File: src/sssrc_map.vh
// Constants of the supply supervisor and reset control block.
// Assumes inclusion by bare name; holds definitions only.
`ifndef SSSRC_MAP_VH
`define SSSRC_MAP_VH
`define SSSRC_ADDR_CTRL 4'h0
`define SSSRC_ADDR_STAT 4'h4
`define SSSRC_ADDR_IRQ 4'h8
`define SSSRC_ADDR_MASK 4'hC
`define SSSRC_ADDR_OPT 4'h0
`define SSSRC_CTRL_DET_EN 0
`define SSSRC_CTRL_DET_LVL 1
`define SSSRC_CTRL_DET_LVL_W 3
`define SSSRC_CTRL_REG_MODE 4
`define SSSRC_CTRL_REG_MODE_W 2
`define SSSRC_IRQ_FALL 0
`define SSSRC_IRQ_RISE 1
`define SSSRC_MODE_MAIN 2'h0
`define SSSRC_MODE_LOWP 2'h1
`define SSSRC_MODE_PDOWN 2'h2
`define SSSRC_BOR_OFF 2'h0
`define SSSRC_BOR_LVL1 2'h1
`define SSSRC_BOR_LVL2 2'h2
`define SSSRC_BOR_LVL3 2'h3
`define SSSRC_LOAD_TIME_NS 200
`define SSSRC_CLK_NS 10
`define SSSRC_LOAD_CYCLES ((`SSSRC_LOAD_TIME_NS + `SSSRC_CLK_NS - 1) / `SSSRC_CLK_NS)
`define SSSRC_SYNC_CYCLES 4
`endif

File: src/sssrc_top.v
// Supply supervisor and reset control: power-on/down reset, brownout reset,
// option byte loading, voltage detector interrupt, straps and regulator mode.
// Assumes supply comparators arrive as clean inputs synchronous to clk_i.
// Operation
// - Supervisor enabled by strap high, or always.
// - Power-on reset held active through every power-up while internal reset is on.
// - Load option bytes after power-on threshold passes.
// - Three brownout thresholds chosen by option bytes.
// - Hold reset while supply below active threshold.
// - Detector interrupts on falling, rising or both.
// - Strap low disables internal power reset circuitry.
// - Detector forced off when internal reset off.
// - Backup supply dropped when internal reset off.
// - Regulator offers main, low-power and power-down.
// - Regulator enabled by bypass strap low, or always.
`timescale 1ns/1ps
`include "sssrc_map.vh"

module sssrc_top #(
  parameter HAS_SUPERVISOR_PIN = 1,
  parameter HAS_BYPASS_PIN = 1
) (
  input wire clk_i,
  input wire rst_i,
  input wire [3:0] adr_i,
  input wire [31:0] dat_i,
  output reg [31:0] dat_o,
  input wire we_i,
  input wire [3:0] sel_i,
  input wire cyc_i,
  input wire stb_i,
  output reg ack_o,
  input wire supervisor_enable_strap_i,
  input wire bypass_strap_i,
  input wire above_por_i,
  input wire [2:0] above_bor_i,
  input wire above_detector_threshold_i,
  input wire reset_pin_n_i,
  input wire [1:0] opt_bor_level_i,
  input wire opt_valid_i,
  output reg opt_load_req_o,
  output reg sys_rst_o,
  output reg irq_o,
  output reg detector_active_o,
  output reg [2:0] detector_level_o,
  output reg backup_supply_en_o,
  output reg regulator_en_o,
  output reg [1:0] regulator_mode_o
);

  // Option load sequencing states.
  localparam [1:0] LOAD_WAIT = 2'b00;
  localparam [1:0] LOAD_BUSY = 2'b01;
  localparam [1:0] LOAD_DONE = 2'b10;
  // Load and release counts, cut to the width of the counters they meet.
  localparam integer LOAD_MIN_INT = `SSSRC_LOAD_CYCLES;
  localparam [7:0] LOAD_MIN = LOAD_MIN_INT[7:0];
  localparam [7:0] LOAD_CAP = 8'hFF;
  localparam integer REL_MAX_INT = `SSSRC_SYNC_CYCLES;
  localparam [3:0] REL_MAX = REL_MAX_INT[3:0];

  reg internal_on;
  reg [2:0] det_lvl;
  reg det_en;
  reg [1:0] mode_sel;
  reg [1:0] next_mode;
  reg [1:0] irq_stat;
  reg [1:0] next_irq_stat;
  reg [1:0] irq_mask;
  reg [1:0] bor_level;
  reg [1:0] load_state;
  reg [1:0] next_load_state;
  reg opt_loaded;
  reg [7:0] load_cnt;
  reg det_prev;
  reg det_prev_ok;
  reg [3:0] rel_cnt;
  reg bor_above;
  wire supervisor_on;
  wire power_low;
  wire bor_low;
  wire reset_req;
  wire det_live;
  wire bus_req;
  wire bus_wr;
  wire wr_ctrl;
  wire wr_mask;
  wire rd_irq;
  wire [1:0] mode_req;
  wire [1:0] det_evt;
  reg [31:0] next_dat;

  // Straps: without the pin the supervisor and regulator are always on.
  assign supervisor_on = (HAS_SUPERVISOR_PIN == 0) | supervisor_enable_strap_i;
  always @(posedge clk_i) begin
    if (rst_i) begin
      internal_on <= 1'b1;
    end else begin
      internal_on <= supervisor_on;
    end
  end

  // Brownout comparator picked by loaded option level; level zero means off.
  // An explicit case keeps the off level from indexing a comparator at all.
  always @* begin
    bor_above = 1'b1;
    case (bor_level)
      `SSSRC_BOR_OFF: bor_above = 1'b1;
      `SSSRC_BOR_LVL1: bor_above = above_bor_i[0];
      `SSSRC_BOR_LVL2: bor_above = above_bor_i[1];
      `SSSRC_BOR_LVL3: bor_above = above_bor_i[2];
      default: bor_above = 1'b1;
    endcase
  end

  // Strap low also silences brownout, so a stale option level cannot reset
  // a board whose external supervisor already owns the reset pin.
  assign bor_low = opt_loaded && internal_on && !bor_above;

  // Power-on/power-down comparator counts only while internal reset is on.
  assign power_low = internal_on && !above_por_i;

  // Any request holds reset: power threshold, brownout, pin, or unloaded options.
  assign reset_req = power_low || bor_low || !reset_pin_n_i ||
                     !opt_loaded;

  // Option load sequence: wait for power, count the minimum load time, then
  // take the option content. A power loss while internal reset is on sends it back
  // to the start, so such a dip always ends in a fresh load rather than stale thresholds.
  always @* begin
    next_load_state = load_state;
    case (load_state)
      LOAD_WAIT: begin
        if (!power_low) begin
          next_load_state = LOAD_BUSY;
        end
      end
      LOAD_BUSY: begin
        if (power_low) begin
          next_load_state = LOAD_WAIT;
        end else if (opt_valid_i && load_cnt >= LOAD_MIN) begin
          next_load_state = LOAD_DONE;
        end
      end
      LOAD_DONE: begin
        if (power_low) begin
          next_load_state = LOAD_WAIT;
        end
      end
      default: next_load_state = LOAD_WAIT;
    endcase
  end

  // Option load registers; the level is captured only on the finishing edge.
  always @(posedge clk_i) begin
    if (rst_i) begin
      load_state <= LOAD_WAIT;
      load_cnt <= 8'h00;
      opt_load_req_o <= 1'b0;
      opt_loaded <= 1'b0;
      bor_level <= `SSSRC_BOR_OFF;
    end else begin
      load_state <= next_load_state;
      opt_load_req_o <= (next_load_state == LOAD_BUSY);
      opt_loaded <= (next_load_state == LOAD_DONE);
      // The counter saturates so a late option source cannot wrap it.
      if (next_load_state != LOAD_BUSY) begin
        load_cnt <= 8'h00;
      end else if (load_cnt != LOAD_CAP) begin
        load_cnt <= load_cnt + 8'h01;
      end
      if (load_state == LOAD_BUSY && next_load_state == LOAD_DONE) begin
        bor_level <= opt_bor_level_i;
      end
    end
  end

  // Release waits a few clean cycles so reset deasserts on a clock edge.
  // Any request during the count starts it over, which filters short glitches.
  always @(posedge clk_i) begin
    if (rst_i || reset_req) begin
      sys_rst_o <= 1'b1;
      rel_cnt <= 4'h0;
    end else if (rel_cnt != REL_MAX) begin
      rel_cnt <= rel_cnt + 4'h1;
    end else begin
      sys_rst_o <= 1'b0;
    end
  end

  // Detector runs only when software enabled it and internal reset is on.
  assign det_live = det_en && internal_on;
  assign det_evt[`SSSRC_IRQ_FALL] = det_live && det_prev_ok && det_prev &&
                                    !above_detector_threshold_i;
  assign det_evt[`SSSRC_IRQ_RISE] = det_live && det_prev_ok && !det_prev &&
                                    above_detector_threshold_i;

  // Bus decode. A request is taken when it first appears, but a write only
  // lands at the edge where the master sees ack, with everything still held.
  // A status read clears at the request edge, together with the data capture.
  assign bus_req = cyc_i && stb_i && !ack_o;
  assign bus_wr = cyc_i && stb_i && we_i && ack_o;
  assign wr_ctrl = bus_wr && (adr_i == `SSSRC_ADDR_CTRL) && sel_i[0];
  assign wr_mask = bus_wr && (adr_i == `SSSRC_ADDR_MASK) && sel_i[0];
  assign rd_irq = bus_req && !we_i && (adr_i == `SSSRC_ADDR_IRQ);
  assign mode_req = dat_i[`SSSRC_CTRL_REG_MODE +: `SSSRC_CTRL_REG_MODE_W];

  // Regulator mode request; the unused code leaves the mode as it was.
  always @* begin
    case (mode_req)
      `SSSRC_MODE_MAIN: next_mode = `SSSRC_MODE_MAIN;
      `SSSRC_MODE_LOWP: next_mode = `SSSRC_MODE_LOWP;
      `SSSRC_MODE_PDOWN: next_mode = `SSSRC_MODE_PDOWN;
      default: next_mode = mode_sel;
    endcase
  end

  // Control register: detector enable and level, regulator mode.
  always @(posedge clk_i) begin
    if (rst_i) begin
      det_en <= 1'b0;
      det_lvl <= 3'h0;
      mode_sel <= `SSSRC_MODE_MAIN;
    end else if (wr_ctrl) begin
      det_en <= dat_i[`SSSRC_CTRL_DET_EN];
      det_lvl <= dat_i[`SSSRC_CTRL_DET_LVL +: `SSSRC_CTRL_DET_LVL_W];
      mode_sel <= next_mode;
    end
  end

  // Mask register, same layout as the status register.
  always @(posedge clk_i) begin
    if (rst_i) begin
      irq_mask <= 2'b00;
    end else if (wr_mask) begin
      irq_mask <= dat_i[1:0];
    end
  end

  // Comparator history; the valid flag stops a false edge right after enable.
  always @(posedge clk_i) begin
    if (rst_i) begin
      det_prev <= 1'b0;
      det_prev_ok <= 1'b0;
    end else begin
      det_prev <= above_detector_threshold_i;
      det_prev_ok <= det_live;
    end
  end

  // Status bits: a read clears them, but an event in the same cycle wins.
  always @* begin
    if (rd_irq) begin
      next_irq_stat = det_evt;
    end else begin
      next_irq_stat = irq_stat | det_evt;
    end
  end

  // Status register update.
  always @(posedge clk_i) begin
    if (rst_i) begin
      irq_stat <= 2'b00;
    end else begin
      irq_stat <= next_irq_stat;
    end
  end

  // Bus answer one cycle after request; unmapped reads return zero.
  always @* begin
    next_dat = 32'h0000_0000;
    case (adr_i)
      `SSSRC_ADDR_CTRL: next_dat = {26'h0, mode_sel, det_lvl, det_en};
      `SSSRC_ADDR_STAT: next_dat = {24'h0, bor_level, opt_loaded, regulator_en_o,
                                    internal_on, above_detector_threshold_i,
                                    det_live, sys_rst_o};
      `SSSRC_ADDR_IRQ: next_dat = {30'h0, irq_stat};
      `SSSRC_ADDR_MASK: next_dat = {30'h0, irq_mask};
      default: next_dat = 32'h0000_0000;
    endcase
  end

  // Registered outputs.
  always @(posedge clk_i) begin
    if (rst_i) begin
      ack_o <= 1'b0;
      dat_o <= 32'h0000_0000;
      irq_o <= 1'b0;
      detector_active_o <= 1'b0;
      detector_level_o <= 3'h0;
      backup_supply_en_o <= 1'b0;
      regulator_en_o <= 1'b1;
      regulator_mode_o <= `SSSRC_MODE_MAIN;
    end else begin
      ack_o <= bus_req;
      dat_o <= (bus_req && !we_i) ? next_dat : 32'h0000_0000;
      irq_o <= |(irq_stat & irq_mask) && internal_on;
      detector_active_o <= det_live;
      detector_level_o <= det_lvl;
      backup_supply_en_o <= internal_on;
      regulator_en_o <= (HAS_BYPASS_PIN == 0) | !bypass_strap_i;
      regulator_mode_o <= mode_sel;
    end
  end

endmodule // sssrc_top

File: config.mk
export PLATFORM = sky130hd
export DESIGN_NAME = sssrc_top
export DESIGN_NICKNAME = d
export VERILOG_FILES = /design/src/sssrc_top.v
export VERILOG_INCLUDE_DIRS = /design/src
export SDC_FILE = /design/constraint.sdc
export NUM_CORES = 1
export LEC_CHECK = 0
export BUFFER_PORTS_ARGS = -buffer_cell sky130_fd_sc_hd__buf_2
export CORE_UTILIZATION = 49
export DETAILED_ROUTE_END_ITERATION = 10
export MAX_ROUTING_LAYER = met4
export PLACE_DENSITY = 0.84
export SYNTH_ARGS = -nofsm -noshare
export SYNTH_HDL_FRONTEND = slang
export SYNTH_SLANG_ARGS = --single-unit
File: constraint.sdc
create_clock -name clk_i -period 3.6 [get_ports clk_i]
set_input_delay 0.36 -clock clk_i [delete_from_list [all_inputs] [get_ports clk_i]]
set_output_delay 0.36 -clock clk_i [all_outputs]
set_load 0.1 [all_outputs]
==> reports/metrics.cfg <==
[die]
core-area_um2=4090
rows=23
start_util_pct=52.0
die_y_um=67.9
die_area_um2=4610
die_x_um=67.9
io_pins=100

[routing]
num_vias=1645
wl_per_cell_um=11.9
drtIter0Drc=104
drt_first_pass_iters=4
drtAntennaViolNets=0
drcViolationCount=0
routed_wirelength_mm=3.85
via_per_inst=5.08

[synthesis]
syn_inst=227
ys_warn_count=0
synth-seq-cells=49
synth_edf_count=0
syn_area_per_cell_um2=9.36
synth_area_um2=2130
yosys.cell_types.count=44
synthArstFlopShare_pct=0
ys.flop_type=dfxtp_1
yosysSeqAreaShare_pct=46.1

[sta]
fin_skew_ns=0.00897
maxSlewViolCount=0
rsz0062_at_grt=no
fin_hold_ws_ns=0.202
hold_viol=0
max_freq_mhz=650
period_minus_slack_ns=1.54
fin_crit_sh_pct=42.7
tns_ns=0
setup_viol=0

[clock_tree]
cts_hold_buf=0
cts.sinks=49
clkTransAtPathRegs_ns=0.09
cts_resized=0
cts-root-buf=clkbuf_8
cts_setup_buffers=0
cts_buffers=5
clk_latency_ns=0.30
cts_tree=built
ctsLongestPathBuffers=2
htree_levels=2

[global_routing]
grt_overflow=0
track_usage_pct=18.7
grt_pass1_vias=1407
antenna_found_initial=0
grt_max_degree=25
grt_first_pass_wirelength_mm=6.14

[flow_run]
cap_violations=0

[final_layout]
drive_gt1_share_pct=23.0
fin_nets=333
areaGrowthSynthToFinish_pct=12.2
final_common_cell=dfxtp_1
n_fill_cell=378
final_cell_mix=dfxtp_1, buf_2, nor2_1
design_area_um2=2380
multiInputGateArea_um2=968
num_antenna_cells=0
ff_latch_area_um2=981
postLayoutCoreUtil_pct=58.4

[critical_path]
critPathLaunchType=flip-flop
critPathBufInv=0
end_kind=flip-flop
crit_required_ns=3.83
path_max_fanout=10
path_delay_family=simple AND/OR/NAND/NOR gates
worst_path_max_delay_cell=or3b_1
crit_chain=nor3_1, a21oi_1, or3b_1, nor3_1
rr_startpoint=load_cnt[5]
critPathKind=reg -> reg
slowest_delay_ns=0.54
startpoint=load_cnt[5]
cp_data_arrival_time_ns=1.77
crit_top_cell=nor3_1

[place]
place_hpwl_mm=2.95
place_area_um2=2290
place.gp.congestion=0.907
io_buffer_count=46

[run_status]
outcome=complete, no violations

[power_and_ir_drop]
leakage_nw=1.08
power_density_nw_per_um2=442
finalPower_mw=1.06
ir_drop_v=0.000283

[hold_path]
min-delay-path-class=in -> reg
hp-start=bypass_strap_i

## sequential cells by signal (all words and copies together), names as in the netlist, 2 cells and up
| register | flops |
|---|---|
| bor_level | 2 |
| dat_o | 8 |
| det_lvl | 3 |
| detector_level_o | 3 |
| irq_mask | 2 |
| irq_stat | 2 |
| load_cnt | 8 |
| load_state | 2 |
| mode_sel | 2 |
| regulator_mode_o | 2 |
| rel_cnt | 4 |
## synth_stat cells, types with 2 or more instances
cell	instances	share of area, %
a211oi_1	3	1.1
a21oi_1	9	2.1
a32oi_1	2	0.82
and2_1	3	0.88
and3_1	4	1.2
buf_2	3	0.71
buf_4	24	8.5
clkbuf_1	2	0.35
dfxtp_1	49	46
ha_1	4	2.4
inv_1	13	2.3
mux2i_1	13	6.1
nand2_1	12	2.1
nand2b_1	2	0.59
nand3_1	4	0.94
nand4_1	4	1.2
nor2_1	28	4.9
nor2b_1	7	2.1
nor3_1	6	1.4
o211ai_1	2	0.71
o21ai_0	6	1.4
or2_2	2	0.59
or4_1	2	0.71
xnor2_1	2	0.82
xor2_1	2	0.82
## layer usage
layer / up-vias / track usage (%) / part of all wire (%)
li1: 813 / - / -
met5: - / - / 0
met1: 779 / 21.6 / 43
met2: 49 / 30.8 / 50
met3: 4 / 5.00 / 5.1
met4: 0 / 7.03 / 1.5
## logic make-up (layout without fill, tap and decap cells)
logic type	after synthesis	count (layout)	share of synthesized area [%]
and+or+nand+nor	81	81	20.3
DFF	49	49	46.1
buffers and inverters	43	67	12.4
AOI/OAI and AO/OA	31	31	9.83
muxes	14	14	7.18
adders and majority gates	4	4	2.35
xor gates and xnor gates	4	4	1.65
other	1	24	0.176
## where the power goes
group | internal (mW) | switching [mW] | total [mW]
Sequential | 0.548 | 0.00431 | 0.552
Combinational | 0.0219 | 0.154 | 0.176
Clock | 0.140 | 0.187 | 0.327
Total | 0.710 | 0.345 | 1.06
## cell type report
type,instances,area share [%]
Clock inverter,3,1.05
Clock buffer,5,2.89
Inverter,13,2.05
Tap cell,50,2.62
Multi-Input combinational cell,158,40.6
Sequential cell,49,41.1
Timing Repair Buffer,46,9.65
## per-stage QoR
step | instances | setup WS [ns]
2_1_floorplan | 250 | 1.49
3_3_place_gp | 316 | 1.88
3_5_place_dp | 316 | 1.86
4_1_cts | 324 | 2.06
5_1_grt | 324 | 1.91
6_report | 324 | 2.06
## final timing paths
check | end | slack, ns | depth (start not counted)
hold reg to reg | regulator_mode_o[1] | 0.49 | 1
setup reg to reg | load_cnt[4] | 2.06 | 4
setup / recovery | load_cnt[4] | 2.06 | 4
hold / removal | regulator_en_o | 0.20 | 2
Power figures use the tool's default switching activity.
